## src/include/fbpc_pkg.sv

```systemverilog
// =====================================================================
// Shared constants for the fan bridge protection control block
`default_nettype none
package fbpc_pkg;
   // Clock rate
   localparam int unsigned CLK_HZ = 10_000_000;
   localparam int unsigned CLK_NS = 100;
   // Lock-detect window in lock-timer triangle periods
   localparam int unsigned LOCK_PERIODS = 8;
   // Retry off interval relative to the on interval
   localparam int unsigned RETRY_RATIO = 15;
   // Current-trip recirculation time
   localparam int unsigned RECIRC_US = 50;
   localparam int unsigned RECIRC_CYC = (RECIRC_US * 1000 + CLK_NS - 1) / CLK_NS;
   // Hall pulse reject interval
   localparam int unsigned REJECT_US = 2;
   localparam int unsigned REJECT_CYC = (REJECT_US * 1000 + CLK_NS - 1) / CLK_NS;
   // Dead time between complementary gates
   localparam int unsigned DEAD_NS = 1000;
   localparam int unsigned DEAD_CYC = (DEAD_NS + CLK_NS - 1) / CLK_NS;
   // Soft-start ramp step time and level width
   localparam int unsigned SS_STEP_CYC = 64;
   localparam int unsigned SS_BITS = 8;
   // APB register byte offsets
   localparam logic [7:0] ADDR_CTRL = 8'h00;
   localparam logic [7:0] ADDR_STAT = 8'h04;
   localparam logic [7:0] ADDR_IRQ_STAT = 8'h08;
   localparam logic [7:0] ADDR_IRQ_MASK = 8'h0c;
   // Control field positions and reset value
   localparam int unsigned CTRL_SS_EN = 0;
   localparam int unsigned CTRL_DRV_EN = 1;
   localparam logic [1:0] CTRL_RESET = 2'h2;
   // Interrupt bit positions and width
   localparam int unsigned IRQ_LOCK = 0;
   localparam int unsigned IRQ_TRIP = 1;
   localparam int unsigned IRQ_THERM = 2;
   localparam int unsigned IRQ_UV = 3;
   localparam int unsigned IRQ_W = 4;
endpackage : fbpc_pkg
`default_nettype wire

```

## src/core/fbpc_top.sv

```systemverilog
// Functional notes
// - Watch speed output for lock stoppage
// - Lock window is eight timer periods
// - On lock: high sides off, lows on
// - Auto retry, off fifteen times on
// - Lock fault output high during fault
// - Speed output toggles at Hall threshold
// - Current trip clears high-side enable latch
// - Recirculate fixed 50 us after trip
// - Soft start ramps permitted current gradually
// - Synchronous rectification during PWM off
// - Thermal cutout disables all gate outputs
// - Low pump or supply disables outputs
// - Power-up lockout keeps drivers off
// - Supply flag with rise/fall hysteresis
// - Pump flag releases above threshold
// - Speed output is open drain
`timescale 1ns/1ps
`default_nettype none
module fbpc_top #(
   parameter int unsigned RECIRC_CYCLES = fbpc_pkg::RECIRC_CYC,
   parameter int unsigned REJECT_CYCLES = fbpc_pkg::REJECT_CYC,
   parameter int unsigned DEAD_CYCLES = fbpc_pkg::DEAD_CYC,
   parameter int unsigned SS_STEP = fbpc_pkg::SS_STEP_CYC
) (
   // Clock, reset, enable
   input wire logic clk_i,
   input wire logic rst_b_i,
   input wire logic clk_en_i,
   // Analog front-end comparator levels, timer ticks and PWM input
   input wire logic hall_cmp_i,
   input wire logic lock_timer_tick_i,
   input wire logic chop_freq_tick_i,
   input wire logic pwm_on_i,
   input wire logic sense_trip_i,
   input wire logic thermal_cutout_i,
   input wire logic main_supply_ok_i,
   input wire logic pump_rail_ok_i,
   // APB slave
   input wire logic psel_i,
   input wire logic penable_i,
   input wire logic pwrite_i,
   input wire logic [7:0] paddr_i,
   input wire logic [31:0] pwdata_i,
   output logic [31:0] prdata_o,
   output logic pready_o,
   output logic pslverr_o,
   // Gate drives
   output logic gate_ha_o,
   output logic gate_la_o,
   output logic gate_hb_o,
   output logic gate_lb_o,
   // Open-drain indicators
   output logic speed_toggle_out_o,
   output logic speed_toggle_out_oe_o,
   output logic lock_fault_o,
   output logic lock_fault_oe_o,
   // Soft-start current level and interrupt
   output logic [fbpc_pkg::SS_BITS-1:0] ilim_level_o,
   output logic irq_o
);
   typedef enum logic [1:0] {FBPC_RUN, FBPC_LOCK_OFF, FBPC_RETRY_ON} fbpc_lock_e;

   logic [1:0] ctrl_reg;
   logic [fbpc_pkg::IRQ_W-1:0] irq_stat_reg, irq_mask_reg, irq_set;
   logic hall_ff_reg, hall_filt_reg, speed_reg;
   logic [15:0] rej_cnt_reg;
   logic speed_prev_reg;
   logic [3:0] lock_cnt_reg;
   logic [7:0] retry_cnt_reg;
   fbpc_lock_e lock_state_reg;
   logic lock_active;
   logic hs_en_reg;
   logic [15:0] recirc_cnt_reg;
   logic [fbpc_pkg::SS_BITS-1:0] ss_level_reg;
   logic [15:0] ss_cnt_reg;
   logic trip_prev_reg, therm_prev_reg, uv_prev_reg, lock_prev_reg;
   logic apb_wr;
   logic [31:0] prdata_next;
   logic fault_off, uv_fault;
   logic want_ha, want_la, want_hb, want_lb;
   logic [3:0] want, gate_reg;
   logic [15:0] dead_cnt_reg;
   logic speed_edge;

   // =====================================================================
   // Supply and thermal gating
   // Supply comparators already carry their analog hysteresis
   // comparator flags used
   assign uv_fault = !main_supply_ok_i || !pump_rail_ok_i;
   assign fault_off = thermal_cutout_i || uv_fault || !ctrl_reg[fbpc_pkg::CTRL_DRV_EN];

   // =====================================================================
   // Hall filtering and speed toggle
   // pulse reject filter
   always_ff @(posedge clk_i) begin
      if (!rst_b_i) begin
         hall_ff_reg <= 1'b0;
         hall_filt_reg <= 1'b0;
         rej_cnt_reg <= 16'h0000;
      end else if (clk_en_i) begin
         hall_ff_reg <= hall_cmp_i;
         if (hall_ff_reg == hall_filt_reg) begin
            rej_cnt_reg <= 16'h0000;
         end else if (rej_cnt_reg >= 16'(REJECT_CYCLES - 1)) begin
            hall_filt_reg <= hall_ff_reg;
            rej_cnt_reg <= 16'h0000;
         end else begin
            rej_cnt_reg <= rej_cnt_reg + 16'h0001;
         end
      end
   end

   always_ff @(posedge clk_i) begin
      if (!rst_b_i) begin
         speed_reg <= 1'b0;
         speed_prev_reg <= 1'b0;
      end else if (clk_en_i) begin
         speed_reg <= hall_filt_reg;
         speed_prev_reg <= speed_reg;
      end
   end
   assign speed_edge = speed_reg != speed_prev_reg;

   // =====================================================================
   // Lock detect and retry
   // lock window and retry cadence
   always_ff @(posedge clk_i) begin
      if (!rst_b_i) begin
         lock_state_reg <= FBPC_RUN;
         lock_cnt_reg <= 4'h0;
         retry_cnt_reg <= 8'h00;
      end else if (clk_en_i) begin
         unique case (lock_state_reg)
            FBPC_RUN, FBPC_RETRY_ON: begin
               if (speed_edge) begin
                  lock_cnt_reg <= 4'h0;
                  lock_state_reg <= FBPC_RUN;
               end else if (lock_timer_tick_i) begin
                  if (lock_cnt_reg == 4'(fbpc_pkg::LOCK_PERIODS - 1)) begin
                     lock_cnt_reg <= 4'h0;
                     retry_cnt_reg <= 8'h00;
                     lock_state_reg <= FBPC_LOCK_OFF;
                  end else begin
                     lock_cnt_reg <= lock_cnt_reg + 4'h1;
                  end
               end
            end
            FBPC_LOCK_OFF: begin
               // Off lasts fifteen lock windows, on lasts one window
               if (lock_timer_tick_i) begin
                  if (retry_cnt_reg == 8'(fbpc_pkg::LOCK_PERIODS * fbpc_pkg::RETRY_RATIO - 1)) begin
                     retry_cnt_reg <= 8'h00;
                     lock_cnt_reg <= 4'h0;
                     lock_state_reg <= FBPC_RETRY_ON;
                  end else begin
                     retry_cnt_reg <= retry_cnt_reg + 8'h01;
                  end
               end
            end
         endcase
      end
   end
   assign lock_active = lock_state_reg == FBPC_LOCK_OFF;

   // =====================================================================
   // Current trip and soft start
   // trip clears latch, fixed recirculation
   always_ff @(posedge clk_i) begin
      if (!rst_b_i) begin
         hs_en_reg <= 1'b0;
         recirc_cnt_reg <= 16'h0000;
      end else if (clk_en_i) begin
         if (sense_trip_i && hs_en_reg) begin
            hs_en_reg <= 1'b0;
            recirc_cnt_reg <= 16'(RECIRC_CYCLES - 1);
         end else if (!hs_en_reg) begin
            if (recirc_cnt_reg == 16'h0000) begin
               hs_en_reg <= 1'b1;
            end else begin
               recirc_cnt_reg <= recirc_cnt_reg - 16'h0001;
            end
         end
      end
   end

   always_ff @(posedge clk_i) begin
      if (!rst_b_i) begin
         ss_level_reg <= '0;
         ss_cnt_reg <= 16'h0000;
      end else if (clk_en_i) begin
         if (fault_off || lock_active) begin
            ss_level_reg <= '0;
            ss_cnt_reg <= 16'h0000;
         end else if (!ctrl_reg[fbpc_pkg::CTRL_SS_EN]) begin
            ss_level_reg <= '1;
         end else if (ss_level_reg != '1) begin
            if (ss_cnt_reg >= 16'(SS_STEP - 1)) begin
               ss_cnt_reg <= 16'h0000;
               ss_level_reg <= ss_level_reg + {{(fbpc_pkg::SS_BITS-1){1'b0}}, 1'b1};
            end else begin
               ss_cnt_reg <= ss_cnt_reg + 16'h0001;
            end
         end
      end
   end

   // =====================================================================
   // Bridge state selection
   // Speed level picks the driven diagonal; off phase decays through lows
   always_comb begin
      want_ha = 1'b0;
      want_hb = 1'b0;
      want_la = 1'b0;
      want_lb = 1'b0;
      if (fault_off) begin
         want_la = 1'b0;
      end else if (lock_active) begin
         want_la = 1'b1;
         want_lb = 1'b1;
      end else if (pwm_on_i && hs_en_reg) begin
         want_ha = speed_reg;
         want_lb = speed_reg;
         want_hb = !speed_reg;
         want_la = !speed_reg;
      end else begin
         want_la = 1'b1;
         want_lb = 1'b1;
      end
   end
   assign want = {want_ha, want_la, want_hb, want_lb};

   // dead time after any gate turns off, before a gate turns on
   always_ff @(posedge clk_i) begin
      if (!rst_b_i) begin
         gate_reg <= 4'h0;
         dead_cnt_reg <= 16'h0000;
      end else if (clk_en_i) begin
         if (fault_off) begin
            gate_reg <= 4'h0;
            dead_cnt_reg <= 16'(DEAD_CYCLES);
         end else if (want != gate_reg) begin
            if ((gate_reg & ~want) != 4'h0) begin
               gate_reg <= gate_reg & want;
               dead_cnt_reg <= 16'(DEAD_CYCLES);
            end else if (dead_cnt_reg != 16'h0000) begin
               dead_cnt_reg <= dead_cnt_reg - 16'h0001;
            end else begin
               gate_reg <= want;
            end
         end else if (dead_cnt_reg != 16'h0000) begin
            dead_cnt_reg <= dead_cnt_reg - 16'h0001;
         end
      end
   end

   // =====================================================================
   // Registered outputs
   always_ff @(posedge clk_i) begin
      if (!rst_b_i) begin
         gate_ha_o <= 1'b0;
         gate_la_o <= 1'b0;
         gate_hb_o <= 1'b0;
         gate_lb_o <= 1'b0;
         speed_toggle_out_o <= 1'b0;
         speed_toggle_out_oe_o <= 1'b0;
         lock_fault_o <= 1'b0;
         lock_fault_oe_o <= 1'b0;
         ilim_level_o <= '0;
         irq_o <= 1'b0;
      end else if (clk_en_i) begin
         gate_ha_o <= gate_reg[3] && !fault_off;
         gate_la_o <= gate_reg[2] && !fault_off;
         gate_hb_o <= gate_reg[1] && !fault_off;
         gate_lb_o <= gate_reg[0] && !fault_off;
         // drain pulls low when speed is low
         speed_toggle_out_o <= 1'b0;
         speed_toggle_out_oe_o <= !speed_reg;
         // released drain reads high on lock
         lock_fault_o <= 1'b0;
         lock_fault_oe_o <= !lock_active;
         ilim_level_o <= ss_level_reg;
         irq_o <= |(irq_stat_reg & irq_mask_reg);
      end
   end

   // =====================================================================
   // Interrupt events and APB registers
   always_ff @(posedge clk_i) begin
      if (!rst_b_i) begin
         trip_prev_reg <= 1'b0;
         therm_prev_reg <= 1'b0;
         // Supply is taken as low at power-up, so reset logs no false event
         uv_prev_reg <= 1'b1;
         lock_prev_reg <= 1'b0;
      end else if (clk_en_i) begin
         trip_prev_reg <= hs_en_reg;
         therm_prev_reg <= thermal_cutout_i;
         uv_prev_reg <= uv_fault;
         lock_prev_reg <= lock_active;
      end
   end
   always_comb begin
      irq_set = '0;
      irq_set[fbpc_pkg::IRQ_LOCK] = lock_active && !lock_prev_reg;
      irq_set[fbpc_pkg::IRQ_TRIP] = trip_prev_reg && !hs_en_reg;
      irq_set[fbpc_pkg::IRQ_THERM] = thermal_cutout_i && !therm_prev_reg;
      irq_set[fbpc_pkg::IRQ_UV] = uv_fault && !uv_prev_reg;
   end

   // Writes land only at the access edge that sees pready high
   assign apb_wr = psel_i && penable_i && pwrite_i && pready_o;
   // Set wins over a write-one clear in the same cycle
   always_ff @(posedge clk_i) begin
      if (!rst_b_i) begin
         ctrl_reg <= fbpc_pkg::CTRL_RESET;
         irq_stat_reg <= '0;
         irq_mask_reg <= '0;
      end else if (clk_en_i) begin
         if (apb_wr && paddr_i == fbpc_pkg::ADDR_IRQ_STAT) begin
            irq_stat_reg <= (irq_stat_reg & ~pwdata_i[fbpc_pkg::IRQ_W-1:0]) | irq_set;
         end else begin
            irq_stat_reg <= irq_stat_reg | irq_set;
         end
         if (apb_wr && paddr_i == fbpc_pkg::ADDR_CTRL) begin
            ctrl_reg <= pwdata_i[1:0];
         end
         if (apb_wr && paddr_i == fbpc_pkg::ADDR_IRQ_MASK) begin
            irq_mask_reg <= pwdata_i[fbpc_pkg::IRQ_W-1:0];
         end
      end
   end

   // Read word selection by address
   always_comb begin
      unique case (paddr_i)
         fbpc_pkg::ADDR_CTRL: prdata_next = {30'h0, ctrl_reg};
         fbpc_pkg::ADDR_STAT: prdata_next = {24'h0, 1'b0, lock_active, hs_en_reg, speed_reg,
                                             pump_rail_ok_i, main_supply_ok_i, thermal_cutout_i,
                                             uv_fault};
         fbpc_pkg::ADDR_IRQ_STAT: prdata_next = {28'h0, irq_stat_reg};
         fbpc_pkg::ADDR_IRQ_MASK: prdata_next = {28'h0, irq_mask_reg};
         default: prdata_next = 32'h0;
      endcase
   end

   // Bus outputs registered in the setup cycle, so the access phase needs no wait
   always_ff @(posedge clk_i) begin
      if (!rst_b_i) begin
         prdata_o <= 32'h0;
         pready_o <= 1'b0;
         pslverr_o <= 1'b0;
      end else if (clk_en_i) begin
         pslverr_o <= 1'b0;
         pready_o <= psel_i && !penable_i;
         if (psel_i && !penable_i) begin
            prdata_o <= prdata_next;
         end
      end
   end

   // =====================================================================
   // Checks
   AST_TRIP_OFF: assert property (@(posedge clk_i) disable iff (!rst_b_i)
      (clk_en_i && sense_trip_i && hs_en_reg) |=> !hs_en_reg) else $error("trip kept latch");
   AST_RECIRC: assert property (@(posedge clk_i) disable iff (!rst_b_i)
      $fell(hs_en_reg) |-> !hs_en_reg [*8]) else $error("recirculation too short");
   AST_NO_SHOOT_A: assert property (@(posedge clk_i) disable iff (!rst_b_i)
      !(gate_ha_o && gate_la_o)) else $error("leg A shoot through");
   AST_NO_SHOOT_B: assert property (@(posedge clk_i) disable iff (!rst_b_i)
      !(gate_hb_o && gate_lb_o)) else $error("leg B shoot through");
   AST_FAULT_OFF: assert property (@(posedge clk_i) disable iff (!rst_b_i)
      (clk_en_i && thermal_cutout_i) |=> !(gate_ha_o || gate_hb_o || gate_la_o || gate_lb_o))
      else $error("gates on during thermal cutout");
   AST_UV_OFF: assert property (@(posedge clk_i) disable iff (!rst_b_i)
      (clk_en_i && uv_fault) |=> !(gate_ha_o || gate_hb_o)) else $error("gates on in uv");
   AST_LOCK_BRAKE: assert property (@(posedge clk_i) disable iff (!rst_b_i)
      (clk_en_i && lock_active && !fault_off) [*3] |-> !gate_ha_o && !gate_hb_o)
      else $error("high side on during lock");
   AST_LOCK_FLAG: assert property (@(posedge clk_i) disable iff (!rst_b_i)
      (clk_en_i && lock_active) |=> !lock_fault_oe_o) else $error("lock flag not released");
endmodule : fbpc_top
`default_nettype wire

```

## config.mk

```make
export PLATFORM = sky130hd
export DESIGN_NAME = fbpc_top
export DESIGN_NICKNAME = d
export VERILOG_FILES = /design/src/include/fbpc_pkg.sv /design/src/core/fbpc_top.sv
export SDC_FILE = /design/constraint.sdc
export NUM_CORES = 1
export LEC_CHECK = 0
export BUFFER_PORTS_ARGS = -buffer_cell sky130_fd_sc_hd__buf_2
export CAP_MARGIN = 15
export CORE_UTILIZATION = 30
export DETAILED_ROUTE_END_ITERATION = 12
export PLACE_DENSITY = 0.55
export SYNTH_ARGS = -nofsm -noshare
export SYNTH_HDL_FRONTEND = slang
export SYNTH_SLANG_ARGS = --single-unit
export TNS_END_PERCENT = 30
```

## constraint.sdc

```tcl
create_clock -name clk_i -period 6 [get_ports clk_i]
set_input_delay 0 -clock clk_i [delete_from_list [all_inputs] [get_ports clk_i]]
set_output_delay 0 -clock clk_i [all_outputs]
set_load 0.02 [all_outputs]
```

==> Word level (Yosys, flattened, before mapping) <==
Index checks and enable logic that the tools add are counted.
{ "op_classes": {"add_sub_neg": 7, "magnitude_cmp": 2, "n_eq_ne": 23, "muxes": 56, "n_bitwise": 9, "reduce_logical": 53} }
{ "op_table": {"columns": ["cell", "count"], "rows": [
  ["two-way mux 16 bit", 13],
  ["two-way mux 8 bit", 9],
  ["two-way mux 4 bit", 10],
  ["adder 16 x 1 -> 16 bit, second input constant", 2],
  ["subtractor 16 x 1 -> 16 bit, second input constant", 2],
  ["case mux 7 bit (4 select lines)", 1],
  ["logical AND 1 bit", 17],
  ["adder 8 x 1 -> 8 bit, second input constant", 2],
  ["AND 4 bit", 4],
  ["== test 8 x 4 -> 1 bit, second input constant", 2],
  [">= comparator 16 x 5 -> 1 bit, second input constant", 1],
  [">= comparator 16 x 6 -> 1 bit, second input constant", 1],
  ["zero test 16 bit", 1],
  ["case mux 8 bit (2 select lines)", 1],
  ["nonzero test 16 bit", 1],
  ["two-way mux 1 bit", 15],
  ["AND reduction 3 bit", 5],
  ["zero test 1 bit", 11],
  ["two-way mux 2 bit", 5],
  ["inequality test 2 bit, second input constant", 5],
  ["AND reduction 5 bit", 2],
  ["inequality test 3 bit, second input constant", 3],
  ["== test 8 x 3 -> 1 bit, second input constant", 1],
  ["== test 8 x 7 -> 1 bit, second input constant", 1],
  ["24 further kinds", 35]
]} }
{ "totals": {"ff_bits": 157, "input_bits": 54, "out_inout_bits": 51} }

==> Longest topological paths before layout <==
Gate-level depths: netlist (run 1).
{ "depth": {"ltp_word": 11, "ltp_mapped": 12, "mapped_depth_nobuf": 9} }

==> Worst setup path after synthesis (run 1) <==
OpenSTA, ideal clock, no wires.
{ "synth_timing": {"path_kind": "reg2reg", "from": "register hs_en_reg", "to": "register dead_cnt_reg[10]", "setup_time_ns": 0.065, "arrival_time_ns": 2.557, "t_required_ns": 5.935, "setup_slack_ns": 3.378, "stages_incl_launch_ff": 12, "period_less_slack_ns": 2.622, "cell_sequence": "dfxtp_1 clkbuf_1 nand2_1 nor3b_1 nand2_1 ha_1 nor4_1 o22ai_1 or2_2 clkbuf_1 clkbuf_1 nor2_1"} }
{ "synth_via": {"elab_chain_len": 10} }
{ "synth_lines": {"columns": ["element", "line_no", "rtl"], "rows": [
  ["from (decl)", "fbpc_top.sv:73", "logic hs_en_reg;"],
  ["from (signal assigned)", "fbpc_top.sv:171", "hs_en_reg <= 1'b0;"],
  ["from (signal assigned)", "fbpc_top.sv:175", "hs_en_reg <= 1'b0;"],
  ["from (signal assigned)", "fbpc_top.sv:179", "hs_en_reg <= 1'b1;"],
  ["logical AND 1 bit (*)", "fbpc_top.sv:221", "end else if (pwm_on_i && hs_en_reg) begin"],
  ["two-way mux 1 bit", "fbpc_top.sv:221", null],
  ["two-way mux 1 bit", "fbpc_top.sv:218", "end else if (lock_active) begin"],
  ["two-way mux 1 bit", "fbpc_top.sv:216", "if (fault_off) begin"],
  ["inverter 4 bit", "fbpc_top.sv:243", "if ((gate_reg & ~want) != 4'h0) begin"],
  ["AND 4 bit", "fbpc_top.sv:243", null],
  ["nonzero test 4 bit", "fbpc_top.sv:243", null],
  ["two-way mux 16 bit", "fbpc_top.sv:243", null],
  ["two-way mux 16 bit (*)", "fbpc_top.sv:242", "end else if (want != gate_reg) begin"],
  ["two-way mux 16 bit (*)", "fbpc_top.sv:239", "if (fault_off) begin"],
  ["to (signal assigned)", "fbpc_top.sv:241", "dead_cnt_reg <= 16'(DEAD_CYCLES);"],
  ["to (signal assigned)", "fbpc_top.sv:245", "dead_cnt_reg <= 16'(DEAD_CYCLES);"],
  ["to (signal assigned)", "fbpc_top.sv:247", "dead_cnt_reg <= dead_cnt_reg - 16'h0001;"],
  ["to (decl)", "fbpc_top.sv:83", "logic [15:0] dead_cnt_reg;"]
]} }
Every way passes the cells marked *; elsewhere a longest branch is shown, timed or not.
A chain may end at the register's enable or synchronous reset.

==> Worst setup path after layout (run 1) <==
{ "layout_timing": {"from": "register hs_en_reg", "to": "register gate_reg[3]"} }
{ "layout_via": {"elab_chain_len": 10} }
{ "layout_lines": {"columns": ["element", "line_no", "rtl"], "rows": [
  ["logical AND 1 bit (*)", "fbpc_top.sv:221", null],
  ["two-way mux 1 bit", "fbpc_top.sv:221", null],
  ["two-way mux 1 bit", "fbpc_top.sv:218", null],
  ["two-way mux 1 bit", "fbpc_top.sv:216", null],
  ["inverter 4 bit", "fbpc_top.sv:243", null],
  ["AND 4 bit", "fbpc_top.sv:243", null],
  ["nonzero test 4 bit", "fbpc_top.sv:243", null],
  ["two-way mux 4 bit", "fbpc_top.sv:243", null],
  ["two-way mux 4 bit", "fbpc_top.sv:242", null],
  ["two-way mux 4 bit", "fbpc_top.sv:239", null],
  ["to (signal assigned)", "fbpc_top.sv:244", "gate_reg <= gate_reg & want;"],
  ["to (signal assigned)", "fbpc_top.sv:249", "gate_reg <= want;"],
  ["to (decl)", "fbpc_top.sv:82", "logic [3:0] want, gate_reg;"]
]} }
Every way passes the cells marked *; elsewhere a longest branch is shown, timed or not. The select of a mux whose other input is x is not followed.

==> flow_metrics.tcl, run 1 <==
set metrics [dict create \
    crit_buf_inv 0 \
    seqPwrFrac_pct 38.8 \
    clkPwrFrac_pct 40.7 \
    fp-row-count 52 \
    crit_chain "nand2_1 -> nor3b_1 -> nand2_1 -> ha_1 -> nor4_1 -> o22ai_1 -> nor2_1 -> mux2i_1" \
    dr.first_iter.drc_count 267 \
    ys_seq_elements 132 \
    max_stage_delay_ns 0.63 \
    overflow 0 \
    timing.final.crit_share_pct 52.9 \
    clk_path_buf_depth 2 \
    hold_violations 0 \
    grt_pass1_wl_um 24800 \
    drtPass1Iterations 4 \
    maxSlewViolCount 0 \
    crit_path_frequent_cell "nand2_1" \
    ir_drop_mv 0.194 \
    synth_area_leaders "dfxtp_1 (41%), nor2_1 (5.9%), mux2i_1 (3.8%)" \
    arrival_ns 3.51 \
    final_common_cell "dfxtp_1" \
    die_area_um2 21800 \
    fmax_mhz 315 \
    cts_tree "yes" \
    min_path_cells 4 \
    routed_wl_um 14400 \
    timing.slew.headroom_pct 45.6 \
    port_buffers 47 \
    drc 0 \
    grt_setup_unrepaired "no" \
    grt.total_usage_pct 14.1 \
    async_reset_ff_share_pct 0 \
    viasPerCell 4.87 \
    finalSetupTns_ns 0 \
    final_layout_size_suffix_gt1_share_pct 13.3 \
    hp-class "in -> reg" \
    h-tree-depth 4 \
    synth_top_area_cell "dfxtp_1" \
    cp_top_family "simple AND/OR/NAND/NOR gates" \
    ctsRootBufferMaster "clkbuf_16" \
    seqCellArea_um2 2640 \
    dp_hpwl_um 9690 \
    end_kind "flop" \
    yosysWarnings 0 \
    synth_cell_type_count 67 \
    antenna_cells 0 \
    synth_area_um2 6380 \
    start_kind "flop" \
    die_x_um 148 \
    place_congestion 0.792 \
    power.density_nw_per_um2 345 \
    vias 5213 \
    cts.repair.resized 0 \
    fillers 2135 \
    critPathMaxFanout 10 \
    grt_pass1_vias 4952 \
    seq_area_frac_synth_pct 41.4 \
    p_int_w 0.00184 \
    mostFrequentLayoutCells "dfxtp_1 (132), nor2_1 (100), nand2_1 (57)" \
    clk_latency_ns 0.42 \
    clkTransAtPathRegs_ns 0.05 \
    switching_share_pct 28.9 \
    wl_per_cell_um 13.4 \
    reg2reg_depth 8 \
    syn-instance-count 737 \
    grt_max_degree 37 \
    placed_area_um2 6760 \
    r2r_slack_ns 2.83 \
    finalNetCount 858 \
    worst_slew_pin_slew_ns 0.805 \
    synth.avg_cell_area_um2 8.65 \
    core-area_um2 20600 \
    stdcell_area_um2 7480 \
    synthFlopType "dfxtp_1" \
    worstHoldStart "main_supply_ok_i" \
    cap_viol_max_count 0 \
    netlist.area_leader.share_pct 41.4 \
    clock_skew_ns 0.00701 \
    power_switching_w 0.000747 \
    rr_startpoint "hs_en_reg" \
    die_y_um 148 \
    worstHoldEndpoint "prdata_o[2]" \
    antenna_found_initial 0 \
    r2r-end "gate_reg[3]" \
    area_growth_pct 17.3 \
    multiInputGateArea_um2 3430 \
    fin_crit_ns 3.17 \
    io_pins 105 \
    synth_edf_count 0 \
    crit_type "reg -> reg" \
    outcome "completed" \
    ant_nets 0 \
    critical_path_required_ns 6.34 \
    clock_sinks 132 \
    start_util_pct 31.0 \
    cts_buffers 17 \
    p_leak_nw 3.00 \
    critPathSlowestCell "nor4_1" \
    setup_viol 0 \
    comb_power_share_pct 20.5 \
]
[through the flow]
step           hold slack (ns)  setup slack [ns]  cells  util [%]  total power [W]
6_report                0.0615              2.83   1070      36.4          0.00258
5_1_grt                  0.101              2.58   1070      36.4          0.00272
3_3_place_gp             0.216              3.00   1027      32.9          0.00154
3_5_place_dp             0.224              2.95   1027      32.9          0.00154
2_1_floorplan            0.110              3.38    764         -          0.00145
4_1_cts                 0.0393              2.86   1070      36.4          0.00261
[cell type report]
class | count | share of cell area [%]
clock buffer | 22 | 6.34
clock inverter | 10 | 1.72
inverter | 15 | 0.753
multi-input combinational | 555 | 45.9
sequential | 132 | 35.3
tap | 270 | 4.52
timing repair buffer | 66 | 5.42
[logic make-up (layout without fill, tap and decap cells)]
| family | Yosys count | after routing | share of synthesized area [%] |
|---|---|---|---|
| AO/OA/AOI/OAI | 122 | 122 | 12.4 |
| XOR/XNOR | 38 | 38 | 5.22 |
| adder cells (fa/ha/maj) | 17 | 17 | 3.34 |
| buffers and inverters | 77 | 113 | 6.32 |
| flip-flops | 132 | 132 | 41.4 |
| multiplexers | 28 | 28 | 4.83 |
| other | 1 | 28 | 0.0588 |
| AND/OR/NAND/NOR | 322 | 322 | 26.4 |
[power by group through the flow]
stage | clock network [W] | logic [W] | registers (W)
after floorplan | 0 | 0.000448 | 0.00100
after global placement | 0 | 0.000520 | 0.00102
after detailed placement | 0 | 0.000522 | 0.00102
after CTS | 0.00108 | 0.000531 | 0.00100
after global routing | 0.00112 | 0.000596 | 0.00101
final | 0.00105 | 0.000528 | 0.00100
[routing by layer]
layer | wire length, um | part of all wire, % | GRT usage, %
met5 | 0 | 0 | 0
met4 | 156 | 1.1 | 4.18
met3 | 469 | 3.3 | 3.64
met2 | 6310 | 44 | 21.8
met1 | 7450 | 52 | 19.2
[Yosys cell counts, drive strengths merged, types with 19 or more instances]
cell type and number:
nor4 23, nor2 100, nand3 31, dfxtp 132
xor2 21, o21ai 23, nand2 57, clkbuf 24
a21oi 38, mux2i 24, buf 38, and3 19
[worst register-to-register path: cells and delay by family, from the launching register on]
family	cells	cell delay (ns)
compound gates	1	0.31
fa+ha+maj	1	0.23
flops	1	0.57
simple gates	5	1.71
mux	1	0.26
[how the worst max path moves through the flow]
stage | endpoint | cells after the start | slack, ns | start
2_1_floorplan | dead_cnt_reg[10] | 11 | 3.38 | hs_en_reg
3_3_place_gp | gate_reg[1] | 8 | 3.00 | hs_en_reg
3_5_place_dp | gate_reg[3] | 8 | 2.95 | hs_en_reg
4_1_cts | gate_reg[3] | 8 | 2.86 | hs_en_reg
5_1_grt | gate_reg[3] | 8 | 2.58 | hs_en_reg
6_report | gate_reg[3] | 8 | 2.83 | hs_en_reg
[repair_timing]
| item | in CTS | in global routing |
|---|---|---|
| hold buffers | 11 | 0 |
| buffers inserted | 0 | 0 |
| endpoints found under the hold margin | 14 | 0 |
Power figures use the tool's default switching activity.
==> run 2, diff against run 1 <==
--- a/config.mk
+++ b/config.mk
@@ -5,11 +5,12 @@
 export SDC_FILE = /design/constraint.sdc
 export NUM_CORES = 1
 export LEC_CHECK = 0
+export ABC_AREA = 1
 export BUFFER_PORTS_ARGS = -buffer_cell sky130_fd_sc_hd__buf_2
 export CAP_MARGIN = 15
 export CORE_UTILIZATION = 30
 export DETAILED_ROUTE_END_ITERATION = 12
-export PLACE_DENSITY = 0.55
+export PLACE_DENSITY = 0.54
 export SYNTH_ARGS = -nofsm -noshare
 export SYNTH_HDL_FRONTEND = slang
 export SYNTH_SLANG_ARGS = --single-unit
==> constraint.sdc (replaced) <==
create_clock -name clk_i -period 3.33 [get_ports clk_i]
set_input_delay 0 -clock clk_i [delete_from_list [all_inputs] [get_ports clk_i]]
set_output_delay 0 -clock clk_i [all_outputs]
set_load 0.02 [all_outputs]
==> run 2 against run 1 <==
Against the previous run:
- register-to-register slack worse by 2.1 ns
- clock skew up 0.0038 ns
- worst setup slack worse by 2.1 ns
- first-iteration DRC count up 7.1%
- non-clock buffer count down 5
- flip-flop and latch count unchanged
- count of clock-buffer cells in the layout down 3
- design area up 7.1%
- sequential share of layout area down 2.4 points
- via count up 16%
- clock power up 89%
- global-route usage about the same
- largest power group unchanged
==> flow_metrics.tcl, run 2 <==
set metrics [dict create \
    dr.first_iter.drc_count 286 \
    critPathSlowestCell "dfxtp_1" \
    ant_nets 0 \
    synth_top_area_cell "dfxtp_1" \
    grt.total_usage_pct 14.1 \
    seq_area_frac_synth_pct 38.1 \
    reg2reg_depth 17 \
    clk_path_buf_depth 2 \
    synth.most_common_cell "nand2_1" \
    cp_num_cells 17 \
    grt_util_met1_pct 18.9 \
    clk_latency_ns 0.43 \
    synthFlopType "dfxtp_1" \
    crit_end "dead_cnt_reg[8]" \
    synth_cell_type_count 50 \
    overflow 0 \
    die_x_um 154 \
    finalSetupTns_ns 0 \
    die_y_um 154 \
    fp-row-count 55 \
    finalNetCount 1084 \
    cts_buffers 17 \
    area_growth_pct 15.6 \
    ctsRootBufferMaster "clkbuf_16" \
    cap_viol_max_count 0 \
    synth_edf_count 0 \
    io_pins 105 \
    routed_wl_um 15900 \
    synth_area_leaders "dfxtp_1 (38%), nand2_1 (8.7%), nor2_1 (7.6%)" \
    fin_crit_ns 2.59 \
    place_congestion 0.830 \
    synth_top_cells_by_count "nand2_1 (160), nor2_1 (140), dfxtp_1 (132)" \
    preCtsSetupSlack_ns 0.714 \
    mostFrequentLayoutCells "nand2_1 (160), nor2_1 (140), dfxtp_1 (132)" \
    fmax_mhz 386 \
    crit_type "reg -> reg" \
    timing.final.crit_share_pct 77.8 \
    setup_viol 0 \
    hold_violations 0 \
    dp_hpwl_um 11000 \
    max_stage_delay_ns 0.41 \
    clock_skew_ns 0.0108 \
    start_util_pct 30.6 \
    synth_area_um2 6930 \
    r2r-end "dead_cnt_reg[8]" \
    r2r_slack_ns 0.74 \
    top_usage_layer "met2" \
    seqCellArea_um2 2640 \
    ir_drop_mv 0.378 \
    crit_chain "inv_2 -> nor2_8 -> inv_1 -> nand2_1 -> inv_1 -> nor2_1 -> inv_1 -> ha_1 -> nor2_1 -> nand2_1 -> nand2_1 -> nand2_1 -> nand2_1 -> nand2_1 -> inv_1 -> o21ai_0 -> nor2_1" \
    clock_sinks 132 \
    crit_buf_inv 5 \
    antenna_found_initial 1 \
    maxSlewViolCount 0 \
    yosysWarnings 0 \
    grt_pass1_wl_um 27100 \
    arrival_ns 2.96 \
    power.density_nw_per_um2 629 \
    critical_path_required_ns 3.70 \
    crit_path_frequent_cell "nand2_1" \
    core-area_um2 22600 \
    cts.repair.resized 0 \
    outcome "completed" \
    fin_ws_ns 0.739 \
    final_common_cell "nand2_1" \
    cp_top_family "simple AND/OR/NAND/NOR gates" \
    vias 6024 \
    h-tree-depth 4 \
    netlist.area_leader.share_pct 38.1 \
    crit_path_start "lock_state_reg[0]" \
    critPathMaxFanout 11 \
    grt_max_degree 55 \
    drtPass1Iterations 4 \
    rr_startpoint "lock_state_reg[0]" \
    worst_slew_pin_slew_ns 0.775 \
    clkTransAtPathRegs_ns 0.06 \
    grt_use_met3_pct 3.80 \
    viasPerCell 4.59 \
    grt_pass1_vias 5570 \
    p_leak_nw 3.45 \
    drc 0 \
    async_reset_ff_share_pct 0 \
    fillers 2419 \
    final_layout_size_suffix_gt1_share_pct 14.6 \
    ys_seq_elements 132 \
    antenna_cells 0 \
    port_buffers 47 \
    wl_per_cell_um 12.1 \
    die_area_um2 23700 \
    grt_setup_unrepaired "no" \
    grt.met2_usage_pct 21.9 \
    end_kind "flop" \
    cts_tree "yes" \
    timing.slew.headroom_pct 48.3 \
    start_kind "flop" \
    syn-instance-count 963 \
    synth.avg_cell_area_um2 7.20 \
    multiInputGateArea_um2 3600 \
    hp-class "in -> reg" \
]
==> run 2: changes by cell type in the layout (fill, tap and decap cells not counted), sizes merged, moves of 14 or more <==
cell / previous run / this run
nor2: 100 / 149
o21ai: 23 / 56
and3: 19 / 5
nor3: 13 / 42
nor4: 23 / 3
a21oi: 38 / 74
mux2i: 24 / 0
nand2: 57 / 177
nand3: 31 / 78
inv: 15 / 110
==> run 2: worst min-delay path: stages <==
cell and delay (ns):
buf_2 0.12, nand4_1 0.10, inv_1 0.06, nand2_1 0.05, a21oi_1 0.05
==> run 2: worst min-delay path by stage <==
stage,cells past startpoint,endpoint,startpoint,slack (ns)
after CTS,5,retry_cnt_reg[1],lock_timer_tick_i,0.004
after floorplan,2,ctrl_reg[1],pwdata_i[1],0.13
after detailed placement,3,ctrl_reg[1],pwdata_i[1],0.30
final,5,retry_cnt_reg[1],lock_timer_tick_i,0.01
after global routing,5,prdata_o[2],psel_i,0.04
after global placement,3,ctrl_reg[1],pwdata_i[1],0.29
==> run 2: logic make-up (layout without fill, tap and decap cells) <==
kind of cell / Yosys count / count (layout) / synth area share, %
other cells: 1 / 28 / 0.0541
buf+inv: 166 / 202 / 11.4
flops: 132 / 132 / 38.1
xor+xnor: 20 / 20 / 2.53
fa+ha+maj: 17 / 17 / 3.07
compound gates: 142 / 142 / 11.4
simple gates: 485 / 485 / 33.5
==> run 2: report_power, final <==
group          switching (W)  internal, W
registers           0.000119      0.00171
clock network       0.000752      0.00123
logic               0.000807     0.000418
total                0.00168      0.00336
==> run 2: through the flow <==
| stage | hold WS, ns | instances | total power, W | cell area, um^2 | util [%] |
|---|---|---|---|---|---|
| floorplan | 0.130 | 990 | 0.00286 | 7030 | - |
| global placement | 0.289 | 1268 | 0.00307 | 7280 | 32.1 |
| detailed placement | 0.299 | 1268 | 0.00308 | 7280 | 32.1 |
| CTS | 0.00368 | 1311 | 0.00510 | 8010 | 35.4 |
| global route | 0.0377 | 1311 | 0.00536 | 8010 | 35.4 |
| finish | 0.00956 | 1311 | 0.00504 | 8010 | 35.4 |
==> run 2: layer usage <==
| layer | wire (um) | vias to the layer above |
|---|---|---|
| li1 | - | 3192 |
| met1 | 8300 | 2706 |
| met2 | 6770 | 112 |
| met3 | 692 | 12 |
| met4 | 143 | 2 |
| met5 | 13 | - |
==> run 2: repair_timing <==
| item | in CTS | in global routing |
|---|---|---|
| buffers inserted | 0 | 0 |
| hold buffers | 11 | 0 |
| endpoints found under the hold margin | 22 | 0 |
==> run 2: layout make-up <==
class                   count  share of cell area, %
inverters                 109                   5.20
multi-input cells         692                   45.0
well taps                 285                   4.45
flip-flops and latches    132                   33.0
clock buffers              19                   5.65
clock inverters            13                   2.16
repair buffers             61                   4.59
